--- config.mk ---
export PLATFORM = sky130hd
export DESIGN_NAME = fsw_status_protect
export DESIGN_NICKNAME = d
export VERILOG_FILES = /design/src/shared/fsw_pkg.sv /design/src/hdl/fsw_status_protect.sv
export SDC_FILE = /design/constraint.sdc
export NUM_CORES = 1
export LEC_CHECK = 0
export ABC_CLOCK_PERIOD_IN_PS = 5900
export BUFFER_PORTS_ARGS = -buffer_cell sky130_fd_sc_hd__clkbuf_2
export CORE_UTILIZATION = 45
export CTS_BUF_LIST = sky130_fd_sc_hd__clkbuf_4
export CTS_CLUSTER_DIAMETER = 150
export CTS_CLUSTER_SIZE = 14
export DETAILED_ROUTE_END_ITERATION = 8
export GPL_TIMING_DRIVEN = 1
export HOLD_SLACK_MARGIN = 0.08
export PLACE_DENSITY = 0.7
export SLEW_MARGIN = 25
export SYNTH_ARGS = -nofsm -noshare
export SYNTH_HDL_FRONTEND = slang
export SYNTH_SLANG_ARGS = --single-unit
export TNS_END_PERCENT = 1
--- constraint.sdc ---
create_clock -name sys_clk -period 5.9 [get_ports sys_clk]
set_input_delay 0.59 -clock sys_clk [delete_from_list [all_inputs] [get_ports sys_clk]]
set_output_delay 0.59 -clock sys_clk [all_outputs]
set_load 0.02 [all_outputs]
--- src/shared/fsw_pkg.sv ---
package fsw_pkg;
  // Instruction codes seen on the serial link
  localparam logic [7:0] CMD_WRITE_ENABLE = 8'h06;
  localparam logic [7:0] CMD_WRITE_DISABLE = 8'h04;
  localparam logic [7:0] CMD_STATUS_WRITE = 8'h01;
  localparam logic [7:0] CMD_STATUS_READ = 8'h05;
  localparam logic [7:0] CMD_FUNC_READ = 8'h48;
  localparam logic [7:0] CMD_EXT_READ = 8'h81;
  localparam logic [7:0] CMD_PAGE_PROGRAM = 8'h02;
  localparam logic [7:0] CMD_QUAD_PAGE_PROGRAM_A = 8'h32;
  localparam logic [7:0] CMD_QUAD_PAGE_PROGRAM_B = 8'h38;
  localparam logic [7:0] CMD_INFO_ROW_PROGRAM = 8'h62;
  localparam logic [7:0] CMD_SECTOR_ERASE_A = 8'hD7;
  localparam logic [7:0] CMD_SECTOR_ERASE_B = 8'h20;
  localparam logic [7:0] CMD_ERASE_32K = 8'h52;
  localparam logic [7:0] CMD_ERASE_64K = 8'hD8;
  localparam logic [7:0] CMD_FULL_ERASE_A = 8'hC7;
  localparam logic [7:0] CMD_FULL_ERASE_B = 8'h60;
  localparam logic [7:0] CMD_INFO_ROW_ERASE = 8'h64;
  localparam logic [7:0] CMD_FUNCTION_WRITE = 8'h42;
  localparam logic [7:0] CMD_READPARAM_NV = 8'h65;
  localparam logic [7:0] CMD_EXT_READPARAM_NV = 8'h85;
  localparam logic [7:0] CMD_BOOT_REG_WRITE = 8'h15;
  localparam logic [7:0] CMD_SUSPEND = 8'h75;
  localparam logic [7:0] CMD_RESUME = 8'h7A;
  localparam logic [7:0] CMD_RESET_ENABLE = 8'h66;
  localparam logic [7:0] CMD_RESET = 8'h99;
  localparam logic [7:0] CMD_PARAM_TABLE_READ = 8'h5A;
  // Status register layout and reset value
  localparam int ST_BUSY = 0;
  localparam int ST_WEL = 1;
  localparam int ST_BP_LO = 2;
  localparam int ST_QUAD = 6;
  localparam int ST_LOCK = 7;
  localparam logic [7:0] STATUS_RESET = 8'h00;
  // Parameter table content
  localparam logic [7:0] PT_ADDR_DPD_0 = 8'h65;
  localparam logic [7:0] PT_ADDR_DPD_1 = 8'h66;
  localparam logic [7:0] PT_ADDR_DPD_2 = 8'h67;
  localparam logic [7:0] PT_ADDR_QER = 8'h6A;
  localparam logic [7:0] DPD_EXIT_CODE = 8'hAB;
  localparam logic [7:0] DPD_ENTRY_CODE = 8'hB9;
  localparam logic [2:0] QUAD_ENABLE_REQUIREMENT = 3'b010;
  localparam logic [7:0] PT_FILL = 8'hFF;
  // Frame byte positions
  localparam logic [7:0] PT_DATA_BYTE = 8'h05;
  localparam logic [7:0] ADDR_END_BYTE = 8'h04;
  // Operation times and derived cycle counts at 8 ns
  localparam int CLK_PERIOD_NS = 8;
  localparam int PROG_TIME_US = 800;
  localparam int ERASE_TIME_US = 45000;
  localparam int NVREG_TIME_US = 2000;
  localparam int PROG_CYC = (PROG_TIME_US * 1000 + CLK_PERIOD_NS - 1) / CLK_PERIOD_NS;
  localparam int ERASE_CYC = (ERASE_TIME_US * 1000 + CLK_PERIOD_NS - 1) / CLK_PERIOD_NS;
  localparam int NVREG_CYC = (NVREG_TIME_US * 1000 + CLK_PERIOD_NS - 1) / CLK_PERIOD_NS;
  // Operation engine states and kinds
  typedef enum logic [1:0] {OP_IDLE = 2'b00, OP_RUN = 2'b01, OP_SUSP = 2'b11} fsw_op_t;
  typedef enum logic [1:0] {K_PROG, K_ERASE, K_STATUS, K_NVREG} fsw_kind_t;
endpackage : fsw_pkg

--- src/hdl/fsw_status_protect.sv ---
`timescale 1ns/1ps
// What this block does
// [RQ1] Repeated register reads resend byte until deselect
// [RQ2] Busy bit set during writes, cleared after
// [RQ3] While busy, ignore all but register reads/resets/suspend
// [RQ4] Suspend still accepted during program or erase
// [RQ5] Enable latch set/cleared by instructions, reset 0
// [RQ6] Enable latch clears when write completes
// [RQ7] Status write ignores written latch and busy bits
// [RQ8] Program instructions need enable latch set
// [RQ9] Sector and block erases need enable latch
// [RQ10] Status/function/readparam writes need enable latch
// [RQ11] Extended, info-row erase, boot writes need latch
// [RQ12] Volatile register writes need no latch
// [RQ13] Protect field blocks program/erase in region
// [RQ14] Full erase only with protect field zero
// [RQ15] Lock plus low protect pin freezes status while quad bit clear
// [RQ16] Otherwise status write changes stored bits
// [RQ17] Quad bit turns two pins into data
// [RQ18] Stored bits only via status write, default 0
// [RQ19] Table reports power-down exit and entry codes
// [RQ20] Table reports quad enable requirement code
// [RQ21] Protect field maps onto 64 KB blocks
// [RQ22] Each repeated status byte shows live busy
module fsw_status_protect
  import fsw_pkg::*;
#(
  parameter int unsigned PROG_CYCLES = PROG_CYC,
  parameter int unsigned ERASE_CYCLES = ERASE_CYC,
  parameter int unsigned NVREG_CYCLES = NVREG_CYC
) (
  input wire logic sys_clk,
  input wire logic rst_n,
  input wire logic spi_sck,
  input wire logic spi_cs_n,
  input wire logic spi_mosi,
  input wire logic wp_n,
  input wire logic hold_rst_n,
  output logic spi_miso,
  output logic spi_miso_oe,
  output logic io23_data_mode,
  output logic busy_flag
);

  // Raw pins, two-stage synchronised
  logic [4:0] pin_meta_reg;
  logic [4:0] pin_sync_reg;
  logic sck_prev_reg;
  logic cs_prev_reg;
  logic sck_rise, sck_fall, cs_rise, cs_fall;
  logic cs_n_s, mosi_s, wp_n_s, hold_rst_n_s;
  // Frame receive state
  logic [2:0] bit_cnt_reg;
  logic [7:0] byte_cnt_reg;
  logic [7:0] rx_reg;
  logic [7:0] rx_next;
  logic byte_done;
  logic [7:0] opcode_reg;
  logic [7:0] data1_reg;
  logic [23:0] addr_reg;
  logic ign_reg;
  // Transmit state
  logic [7:0] tx_reg;
  logic [2:0] tx_cnt_reg;
  logic tx_on_reg;
  logic [7:0] pt_addr_reg;
  // Status bits
  logic wel_reg;
  logic [3:0] bp_reg;
  logic quad_reg;
  logic lock_reg;
  logic [7:0] status;
  // Operation engine
  fsw_op_t op_reg;
  fsw_kind_t kind_reg;
  logic [31:0] op_cnt_reg;
  logic [31:0] op_len_reg;
  logic [7:0] pend_status_reg;
  logic op_done;
  logic hw_rst;
  // Frame-end decode results
  logic start_op, wel_set, wel_clr, do_susp, do_res, do_srst;
  fsw_kind_t start_kind;
  logic [31:0] start_len;
  logic blk_prot, locked, busy_ok;

  // Synchroniser pairs, second stage only is used
  always_ff @(posedge sys_clk or negedge rst_n) begin
    if (!rst_n) begin
      // Link clock idles low, so no false edge after reset
      pin_meta_reg <= 5'h1E;
      pin_sync_reg <= 5'h1E;
      sck_prev_reg <= 1'b0;
      cs_prev_reg <= 1'b1;
    end else begin
      pin_meta_reg <= {hold_rst_n, wp_n, spi_mosi, spi_cs_n, spi_sck};
      pin_sync_reg <= pin_meta_reg;
      sck_prev_reg <= pin_sync_reg[0];
      cs_prev_reg <= pin_sync_reg[1];
    end
  end

  assign cs_n_s = pin_sync_reg[1];
  assign mosi_s = pin_sync_reg[2];
  assign wp_n_s = pin_sync_reg[3];
  assign hold_rst_n_s = pin_sync_reg[4];
  // Link edges, only meaningful while selected
  assign sck_rise = pin_sync_reg[0] & ~sck_prev_reg & ~cs_n_s;
  assign sck_fall = ~pin_sync_reg[0] & sck_prev_reg & ~cs_n_s;
  assign cs_rise = cs_n_s & ~cs_prev_reg;
  assign cs_fall = ~cs_n_s & cs_prev_reg;
  assign rx_next = {rx_reg[6:0], mosi_s};
  assign byte_done = sck_rise && bit_cnt_reg == 3'd7;

  // Pins act as data lines once quad bit is set
  assign hw_rst = ~hold_rst_n_s & ~quad_reg;
  // [RQ15] Hardware lock condition
  assign locked = lock_reg & ~wp_n_s & ~quad_reg;

  // [RQ22] Live status word, busy taken from engine
  assign status = {lock_reg, quad_reg, bp_reg, wel_reg, op_reg == OP_RUN};

  // [RQ3] Instructions still taken while busy
  always_comb begin
    busy_ok = 1'b0;
    case (rx_next)
      CMD_STATUS_READ, CMD_FUNC_READ, CMD_EXT_READ: busy_ok = 1'b1;
      CMD_RESET_ENABLE, CMD_RESET: busy_ok = 1'b1;
      // [RQ4] Suspend accepted despite busy
      CMD_SUSPEND: busy_ok = 1'b1;
      default: busy_ok = 1'b0;
    endcase
  end

  // [RQ21] Region selected by protect field, per 64 KB block
  always_comb begin
    logic [5:0] blk;
    blk = addr_reg[21:16];
    blk_prot = 1'b0;
    if (bp_reg >= 4'd1 && bp_reg <= 4'd6) begin
      blk_prot = blk >= 6'(7'd64 - (7'd1 << (bp_reg - 4'd1)));
    end else if (bp_reg == 4'd7 || bp_reg == 4'd8) begin
      blk_prot = 1'b1;
    end else if (bp_reg >= 4'd9 && bp_reg <= 4'd14) begin
      blk_prot = 7'(blk) < (7'd1 << (4'd14 - bp_reg));
    end else begin
      blk_prot = 1'b0;
    end
  end

  // Receive shifter, byte counter and captured fields
  always_ff @(posedge sys_clk or negedge rst_n) begin
    if (!rst_n) begin
      bit_cnt_reg <= 3'd0;
      byte_cnt_reg <= 8'h00;
      rx_reg <= 8'h00;
      opcode_reg <= 8'h00;
      data1_reg <= 8'h00;
      addr_reg <= 24'h00_0000;
      ign_reg <= 1'b0;
    end else if (cs_fall) begin
      bit_cnt_reg <= 3'd0;
      byte_cnt_reg <= 8'h00;
      ign_reg <= 1'b0;
    end else if (sck_rise) begin
      rx_reg <= rx_next;
      bit_cnt_reg <= bit_cnt_reg + 3'd1;
      if (byte_done) begin
        // Saturate so long frames keep a count
        if (byte_cnt_reg != 8'hFF) begin
          byte_cnt_reg <= byte_cnt_reg + 8'h01;
        end
        if (byte_cnt_reg == 8'h00) begin
          opcode_reg <= rx_next;
          // [RQ3] Frame dropped if busy and not allowed
          ign_reg <= (op_reg == OP_RUN) && !busy_ok;
        end
        if (byte_cnt_reg == 8'h01) begin
          data1_reg <= rx_next;
        end
        if (byte_cnt_reg >= 8'h01 && byte_cnt_reg <= 8'h03) begin
          addr_reg <= {addr_reg[15:0], rx_next};
        end
      end
    end
  end

  // [RQ1] Read data: register byte reloaded until deselect, table address steps on
  always_ff @(posedge sys_clk or negedge rst_n) begin
    if (!rst_n) begin
      tx_reg <= 8'h00;
      tx_cnt_reg <= 3'd0;
      tx_on_reg <= 1'b0;
      pt_addr_reg <= 8'h00;
      spi_miso <= 1'b0;
      spi_miso_oe <= 1'b0;
    end else if (cs_n_s) begin
      tx_on_reg <= 1'b0;
      spi_miso_oe <= 1'b0;
      tx_cnt_reg <= 3'd0;
    end else if (byte_done && !tx_on_reg) begin
      if (byte_cnt_reg == 8'h00 && rx_next == CMD_STATUS_READ) begin
        tx_reg <= status;
        tx_on_reg <= 1'b1;
      end else if (byte_cnt_reg == 8'h00 && (rx_next == CMD_FUNC_READ ||
                   rx_next == CMD_EXT_READ)) begin
        // Registers outside this block read back as defaults
        tx_reg <= 8'h00;
        tx_on_reg <= 1'b1;
      end else if (opcode_reg == CMD_PARAM_TABLE_READ && !ign_reg &&
                   byte_cnt_reg == ADDR_END_BYTE) begin
        // Dummy byte just ended, first table byte goes out
        tx_reg <= pt_byte(addr_reg[7:0]);
        pt_addr_reg <= addr_reg[7:0] + 8'h01;
        tx_on_reg <= 1'b1;
      end
    end else if (sck_fall && tx_on_reg) begin
      spi_miso <= tx_reg[7];
      spi_miso_oe <= 1'b1;
      tx_cnt_reg <= tx_cnt_reg + 3'd1;
      if (tx_cnt_reg == 3'd7) begin
        if (opcode_reg == CMD_PARAM_TABLE_READ) begin
          tx_reg <= pt_byte(pt_addr_reg);
          pt_addr_reg <= pt_addr_reg + 8'h01;
        end else if (opcode_reg == CMD_STATUS_READ) begin
          // [RQ22] Fresh busy value each repeated byte
          tx_reg <= status;
        end else begin
          tx_reg <= 8'h00;
        end
      end else begin
        tx_reg <= {tx_reg[6:0], 1'b0};
      end
    end
  end

  // Parameter table bytes; unlisted locations read as fill
  function automatic logic [7:0] pt_byte(input logic [7:0] a);
    logic [31:0] dpd;
    dpd = {1'b0, DPD_ENTRY_CODE, DPD_EXIT_CODE, 15'h7FFF};
    case (a)
      // [RQ19] Power-down exit and entry codes
      PT_ADDR_DPD_0: pt_byte = dpd[15:8];
      PT_ADDR_DPD_1: pt_byte = dpd[23:16];
      PT_ADDR_DPD_2: pt_byte = dpd[31:24];
      // [RQ20] Quad enable requirement in bits 22:20
      PT_ADDR_QER: pt_byte = {1'b1, QUAD_ENABLE_REQUIREMENT, 4'hF};
      default: pt_byte = PT_FILL;
    endcase
  endfunction : pt_byte

  // Frame-end command decision
  always_comb begin
    start_op = 1'b0;
    start_kind = K_PROG;
    start_len = PROG_CYCLES;
    wel_set = 1'b0;
    wel_clr = 1'b0;
    do_susp = 1'b0;
    do_res = 1'b0;
    do_srst = 1'b0;
    if (cs_rise && !ign_reg && byte_cnt_reg != 8'h00) begin
      case (opcode_reg)
        // [RQ5] Latch set and clear instructions
        CMD_WRITE_ENABLE: wel_set = byte_cnt_reg == 8'h01;
        CMD_WRITE_DISABLE: wel_clr = byte_cnt_reg == 8'h01;
        // [RQ8] Programs need latch; [RQ13] region check on page programs only, not info row
        CMD_PAGE_PROGRAM, CMD_QUAD_PAGE_PROGRAM_A, CMD_QUAD_PAGE_PROGRAM_B: begin
          start_op = wel_reg && byte_cnt_reg > ADDR_END_BYTE && !blk_prot;
        end
        CMD_INFO_ROW_PROGRAM: start_op = wel_reg && byte_cnt_reg > ADDR_END_BYTE;
        // [RQ9] Erases need latch; [RQ13] region check
        CMD_SECTOR_ERASE_A, CMD_SECTOR_ERASE_B, CMD_ERASE_32K, CMD_ERASE_64K: begin
          start_op = wel_reg && byte_cnt_reg == ADDR_END_BYTE && !blk_prot;
          start_kind = K_ERASE;
          start_len = ERASE_CYCLES;
        end
        // [RQ14] Full erase only when protect field is zero
        CMD_FULL_ERASE_A, CMD_FULL_ERASE_B: begin
          start_op = wel_reg && byte_cnt_reg == 8'h01 && bp_reg == 4'h0;
          start_kind = K_ERASE;
          start_len = ERASE_CYCLES;
        end
        // [RQ11] Info row erase needs latch
        CMD_INFO_ROW_ERASE: begin
          start_op = wel_reg && byte_cnt_reg == ADDR_END_BYTE;
          start_kind = K_ERASE;
          start_len = ERASE_CYCLES;
        end
        // [RQ10] [RQ15] [RQ16] Status write: latch, no lock
        CMD_STATUS_WRITE: begin
          start_op = wel_reg && byte_cnt_reg >= 8'h02 && !locked;
          start_kind = K_STATUS;
          start_len = NVREG_CYCLES;
        end
        // [RQ10] [RQ11] Other stored-register writes need latch
        CMD_FUNCTION_WRITE, CMD_READPARAM_NV, CMD_EXT_READPARAM_NV, CMD_BOOT_REG_WRITE: begin
          start_op = wel_reg && byte_cnt_reg >= 8'h02;
          start_kind = K_NVREG;
          start_len = NVREG_CYCLES;
        end
        // [RQ4] Suspend only a running program or erase
        CMD_SUSPEND: do_susp = op_reg == OP_RUN && (kind_reg == K_PROG || kind_reg == K_ERASE);
        CMD_RESUME: do_res = op_reg == OP_SUSP;
        CMD_RESET: do_srst = 1'b1;
        // [RQ12] Volatile writes fall here, accepted without latch
        default: start_op = 1'b0;
      endcase
      // Nothing new starts while busy or suspended
      if (op_reg != OP_IDLE) begin
        start_op = 1'b0;
      end
    end
  end

  assign op_done = op_reg == OP_RUN && op_cnt_reg == op_len_reg - 32'd1;

  // [RQ2] Engine: busy while running, clears at completion
  always_ff @(posedge sys_clk or negedge rst_n) begin
    if (!rst_n) begin
      op_reg <= OP_IDLE;
      kind_reg <= K_PROG;
      op_cnt_reg <= 32'd0;
      op_len_reg <= 32'd1;
      pend_status_reg <= STATUS_RESET;
    end else if (do_srst || hw_rst) begin
      op_reg <= OP_IDLE;
      op_cnt_reg <= 32'd0;
    end else if (start_op) begin
      op_reg <= OP_RUN;
      kind_reg <= start_kind;
      op_len_reg <= start_len;
      op_cnt_reg <= 32'd0;
      pend_status_reg <= data1_reg;
    end else if (do_susp) begin
      op_reg <= OP_SUSP;
    end else if (do_res) begin
      op_reg <= OP_RUN;
    end else if (op_done) begin
      op_reg <= OP_IDLE;
      op_cnt_reg <= 32'd0;
    end else if (op_reg == OP_RUN) begin
      op_cnt_reg <= op_cnt_reg + 32'd1;
    end
  end

  // Write enable latch
  always_ff @(posedge sys_clk or negedge rst_n) begin
    if (!rst_n) begin
      wel_reg <= 1'b0;
    end else if (do_srst || hw_rst) begin
      wel_reg <= 1'b0;
    end else if (op_done) begin
      // [RQ6] Latch drops as any write completes
      wel_reg <= 1'b0;
    end else if (wel_set) begin
      wel_reg <= 1'b1;
    end else if (wel_clr) begin
      wel_reg <= 1'b0;
    end
  end

  // [RQ18] Stored status bits, changed only by status write
  always_ff @(posedge sys_clk or negedge rst_n) begin
    if (!rst_n) begin
      bp_reg <= STATUS_RESET[ST_BP_LO +: 4];
      quad_reg <= STATUS_RESET[ST_QUAD];
      lock_reg <= STATUS_RESET[ST_LOCK];
    end else if (op_done && kind_reg == K_STATUS) begin
      // [RQ7] Latch and busy bits of written byte ignored
      bp_reg <= pend_status_reg[ST_BP_LO +: 4];
      quad_reg <= pend_status_reg[ST_QUAD];
      lock_reg <= pend_status_reg[ST_LOCK];
    end
  end

  // [RQ17] Pin role and busy outputs, registered
  always_ff @(posedge sys_clk or negedge rst_n) begin
    if (!rst_n) begin
      io23_data_mode <= 1'b0;
      busy_flag <= 1'b0;
    end else begin
      io23_data_mode <= quad_reg;
      busy_flag <= status[ST_BUSY];
    end
  end

endmodule : fsw_status_protect

-- After elaboration in Yosys (flattened, before gate mapping)
Cells that the tools add are included.
- mux-type cells: 74
- add/subtract/negate cells: 10
- bitwise operators: 19
- equality and inequality tests: 54
- shift operators: 2
- order comparisons: 10
- reductions and logical operators: 71
- operators by type and width (cell ; count):
    32-bit two-way mux ; 6
    8-bit two-way mux ; 19
    8-bit by 7-bit == test with 1-bit output (second input constant) ; 18
    8-bit == test (second input constant) ; 7
    8-bit one-hot mux with 3 select lines ; 2
    23-bit one-hot mux with 2 select lines ; 1
    8-bit by 3-bit == test with 1-bit output (second input constant) ; 5
    32-bit by 1-bit adder with 32-bit output (second input constant) ; 1
    32-bit == test ; 1
    1-bit two-way mux ; 32
    32-bit by 1-bit subtractor with 32-bit output (second input constant) ; 1
    8-bit by 1-bit adder with 8-bit output (second input constant) ; 3
    8-bit by 6-bit == test with 1-bit output (second input constant) ; 3
    1-bit logical AND ; 24
    23-bit two-way mux ; 1
    2-bit nonzero test ; 10
    8-bit by 1-bit == test with 1-bit output (second input constant) ; 2
    3-bit two-way mux ; 5
    3-bit AND reduction ; 5
    2-bit two-way mux ; 6
    4-bit AND reduction ; 3
    4-bit nonzero test ; 3
    1-bit inverter ; 10
    1-bit bitwise AND ; 9
    45 further kinds ; 63
- flip-flop bits (word level): 176
- word-level logic and storage cells: 268

-- Logic depth before layout (Yosys ltp)
- depth in word-level cells: 13
- depth in mapped cells: 17

-- Worst setup path before layout
OpenSTA, ideal clock, no wires.
- kind: register -> register
- start point: register bp_reg[0]
- end point: register op_len_reg[9]
- slack: 2722 ps
- stages on the path, launching flop included: 16
- buffers on the path: 2
- setup time: 125 ps
- clock period less this slack: 3178 ps
- data arrival time: 3053 ps
- cells stage by stage: dfrtp_1 > clkbuf_1 > nor2b_1 > nand2_1 > ha_1 > o31ai_1 > nand2_1 > nand2_1 > ha_1 > a21o_1 > a21oi_1 > o21ai_0 > a211oi_1 > o211ai_2 > buf_6 > mux2_4
- cells in the longest elaborated chain, start to end: 12
- elaborated cells between the ends (all ways): 28
- those cells by class: add/sub (3); order compare (6); eq/ne (2); shift (2); mux (6); reduce/logical (9)
- RTL lines (what ; line ; text):
    start, declared ; fsw_status_protect.sv:69 ; logic [3:0] bp_reg;
    start signal, assigned ; fsw_status_protect.sv:366 ; bp_reg <= STATUS_RESET[ST_BP_LO +: 4];
    start signal, assigned ; fsw_status_protect.sv:371 ; bp_reg <= pend_status_reg[ST_BP_LO +: 4];
    parallel branches: the longest is 8 deep, another holds 1-bit by 6-bit subtractor with 6-bit output ; n/a ;
    1-bit one-hot mux with 7 select lines * ; fsw_status_protect.sv:263 ; case (opcode_reg)
    1-bit two-way mux * ; fsw_status_protect.sv:310 ; if (op_reg != OP_IDLE) begin
    1-bit two-way mux * ; fsw_status_protect.sv:262 ; if (cs_rise && !ign_reg && byte_cnt_reg != 8'h00) begin
    2-bit AND reduction (no source line) * ; n/a ;
    end signal, assigned ; fsw_status_protect.sv:332 ; op_len_reg <= start_len;
    end, declared ; fsw_status_protect.sv:77 ; logic [31:0] op_len_reg;
Every way passes the cells marked *.
A chain may end at the register's enable or synchronous reset.

-- Worst setup path in the final report
- start point: register bp_reg[0]
- end point: register pend_status_reg[5]
- cells in the longest elaborated chain, start to end: 12
- elaborated cells between the ends (all ways): 28
- those cells by class: add/sub (3); order compare (6); eq/ne (2); shift (2); mux (6); reduce/logical (9)
- RTL lines (what ; line ; text):
    parallel branches: the longest is 8 deep, another holds 1-bit by 6-bit subtractor with 6-bit output ; n/a ;
    1-bit one-hot mux with 7 select lines * ; fsw_status_protect.sv:263 ;
    1-bit two-way mux * ; fsw_status_protect.sv:310 ;
    1-bit two-way mux * ; fsw_status_protect.sv:262 ;
    2-bit AND reduction (no source line) * ; n/a ;
    end signal, assigned ; fsw_status_protect.sv:334 ; pend_status_reg <= data1_reg;
    end, declared ; fsw_status_protect.sv:78 ; logic [7:0] pend_status_reg;
Marks and branches as above.

==> metrics.md <==
| Metric | Value |
|---|---|
| Final period util | `63.4%` |
| RSZ-0062 raised after global routing | `no` |
| First-pass GRT wire length | `32200 microns` |
| Min-Delay Path Class | `register to register` |
| Register Area | `3620 sq um` |
| Worst-Margin Slew | `0.996 ns` |
| Syn_nets | `899` |
| Status | `complete, but fails checks` |
| H-tree Lvls | `4` |
| Nets | `891` |
| Routability cong. | `0.838` |
| Die Span Y | `139 microns` |
| TritonCTS clock tree | `yes` |
| CP Class | `register to register` |
| CP most frequent cell | `nand2_1` |
| Root buffer cell | `clkbuf_4` |
| Total Routing Usage GR | `20.9%` |
| Worst Setup End Kind | `register` |
| Max reg flops | `32` |
| Clock insertion delay at the later pin of the skew report | `0.59 ns` |
| Data arrival, critical path | `4.20 ns` |
| Post-Synthesis Cells | `869` |
| Crit start category | `register` |
| Via density | `6.05` |
| Worst path top cell family by delay | `compound AO/OA/AOI/OAI gates` |
| CP Cell Sequence | `nor2b_1 -> nand2_1 -> ha_1 -> o31ai_1 -> nand2_1 -> nand2_1 -> ha_1 -> a21o_1 -> a21oi_1 -> o21ai_0 -> a211oi_1 -> o211ai_2 -> mux2_4` |
| Post-synth cell types | `79` |
| Post-DP HPWL | `13300 microns` |
| Row count | `49` |
| Total vias in the final route | `6676` |
| Die X | `139 microns` |
| Failing checks | `design-rule violations` |
| Max-Cap Viols | `0` |
| Violation count after the first detailed-route iteration | `555` |
| Post-synth design cell area | `8480 sq um` |
| GRT overflow | `0` |
| Largest net degree at the start of global routing | `94` |
| Required time worst endpoint | `6.36 ns` |
| Post-synth EDFFs | `0` |
| Routed Antenna Nets | `0` |
| Die area | `19400 sq um` |
| IO Pins | `11` |
| VDD IR max | `0.143 mV` |
| Worst Skew | `0.0244 ns` |
| Cell Pwr Density | `201 nW/um^2` |
| Post-cts resize count | `0` |
| Crit-path max FO | `14` |
| Seq/Total Area, Yosys | `42.7%` |
| Pre-CTS setup slack | `2.22 ns` |
| Clk sinks | `144` |
| Buffers and inverters on the worst path | `0` |
| Max stage delay on crit path | `0.59 ns` |
| Total negative slack | `0 ns` |
| Post-synth ARST share | `100%` |
| Total CTS buffers | `17` |
| Synthesis Warnings | `0` |
| Power consumption | `0.00182 W` |
| Routed len/inst | `17.7 microns` |
| Initial antenna violation count | `1` |
| P&R area growth vs syn | `6.82%` |
| Layout cells sized above 1 | `17.0%` |
| Core box area | `18200 sq um` |
| Final min period | `3.74 ns` |
| Top FF cell, synth | `dfrtp_1` |
| CP max stage cell | `dfrtp_1` |
| FILL cells | `1629` |
| Pleak | `3.82 nW` |
| Avg Cell Area, Syn | `9.76 sq um` |
| Clock Tree Buf Depth | `2` |
| Number of iterations in the first detailed-routing pass | `7` |
| Total routed wirelength | `19500 microns` |
| Final worst slack | `2.16 ns` |
| Worst-path clk slew | `0.14 ns` |
| Endpoints failing setup | `0` |
| Multi-input logic area | `4570 sq um` |
| Slew Viols, Final | `0` |
| DRC | `2` |
| Fin. Hold Viols | `0` |
| Vias in the first global route | `6052` |
| # port buffers | `10` |
| Fmax | `267 MHz` |
| Starting Density | `46.6%` |
| FF+latch count, synth | `144` |
| Final core occ | `49.7%` |
| Normalized max-slew margin | `33.0%` |
[final timing paths]
| check | from | to | slack, ns | depth (start not counted) |
|---|---|---|---|---|
| setup / recovery | bp_reg[0]$_DFFE_PN0P_ | pend_status_reg[5]$_DFFE_PN0P_ | 2.16 | 13 |
| hold / removal | pin_meta_reg[3]$_DFF_PN1_ | pin_sync_reg[3]$_DFF_PN1_ | 0.37 | 0 |
| setup reg to reg | bp_reg[0]$_DFFE_PN0P_ | pend_status_reg[5]$_DFFE_PN0P_ | 2.16 | 13 |
| hold reg to reg | pin_meta_reg[3]$_DFF_PN1_ | pin_sync_reg[3]$_DFF_PN1_ | 0.37 | 0 |
| max in group asynchronous | rst_n | byte_cnt_reg[3]$_DFFE_PN0P_ | 4.12 | 3 |
| min in group asynchronous | rst_n | op_cnt_reg[29]$_DFFE_PN0P_ | 0.61 | 2 |
[stage by stage]
stage / std cells / cell area [sq um] / hold WS, ns
global route: 1104 / 9060 / 0.369
detailed placement: 1065 / 8670 / 0.346
floorplan: 869 / 8480 / 0.294
finish: 1104 / 9060 / 0.365
CTS: 1103 / 9040 / 0.367
global placement: 1065 / 8670 / 0.336
[per-layer routing]
layer / vias up / track usage, % / part of all wire (%)
met5: - / 0 / 0
met2: 189 / 29.8 / 43
met3: 24 / 3.99 / 5.4
met4: 0 / 6.90 / 1.6
li1: 3200 / - / -
met1: 3263 / 31.5 / 50
[timing repair]
action,CTS,global route
endpoints found under the hold margin,10,0
buffers inserted,0,0
hold buffers,6,0
[area by class of cell]
type                    count  share of cell area [%]
repair buffers             24                    1.95
well taps                 229                    3.16
clock buffers              18                    1.49
clock inverters            14                    1.95
flip-flops and latches    144                    39.9
diodes                      1                  0.0276
multi-input cells         650                    50.5
inverters                  24                   0.995
[cells by family (layout without fill, tap and decap cells)]
logic type | count (synthesis) | after routing | share of synthesized area (%)
and+or+nand+nor | 354 | 354 | 23.0
AOI/OAI and AO/OA | 153 | 153 | 12.5
DFF | 144 | 144 | 42.7
muxes | 76 | 76 | 10.2
buffers and inverters | 75 | 80 | 3.75
xor gates and xnor gates | 44 | 44 | 4.55
adders and majority gates | 23 | 23 | 3.39
other | 0 | 1 | 0
[report_power, final]
| part | leakage, nW | internal (W) | switching [W] |
|---|---|---|---|
| clock | 0.158 | 0.000272 | 0.000410 |
| sequential | 1.96 | 0.00101 | 0.0000520 |
| combinational | 1.70 | 0.0000332 | 0.0000467 |
[placed cells by master, fill, tap and decap left out, types with 11 or more instances in the layout]
master and n:
nor4_1 33, dfrtp_1 134, nand2b_1 15, ha_1 23
nor3_1 31, nor2b_1 11, nand3_1 41, mux2_2 60
and3_1 12, nand2_1 76, nand4_1 20, a211oi_1 14
o21ai_0 29, clkbuf_4 18, a21oi_1 44, inv_1 24
xor2_1 22, nor2_1 49, xnor2_1 22
[synth_stat cells (4+ instances only)]
master / n / area, sq um
nor2_1: 49 / 184
o21ai_0: 29 / 145
nand3_1: 41 / 205
or2_2: 4 / 25.0
xor2_1: 22 / 193
buf_1: 5 / 18.8
xnor2_1: 22 / 193
mux2_4: 6 / 90.1
nand3b_1: 8 / 60.1
nand4_1: 20 / 125
buf_2: 11 / 55.1
a21oi_1: 44 / 220
nor2b_1: 11 / 68.8
nand2b_1: 15 / 93.8
clkbuf_1: 31 / 116
a21o_1: 5 / 37.5
nor3_1: 32 / 160
or4_1: 7 / 52.6
a22oi_1: 4 / 30.0
nand2_1: 76 / 285
mux2_2: 60 / 676
nor4_1: 33 / 206
and4_1: 5 / 43.8
mux2i_1: 10 / 100
a211oi_1: 14 / 105
and3_1: 12 / 75.1
inv_1: 24 / 90.1
a211o_1: 6 / 52.6
ha_1: 23 / 288
nor3b_1: 4 / 30.0
o21a_1: 7 / 52.6
dfrtp_1: 134 / 3350
dfstp_2: 10 / 263
nor4b_1: 5 / 43.8
nand4bb_1: 4 / 45.0
or3_1: 6 / 37.5
Power figures use the tool's default switching activity.
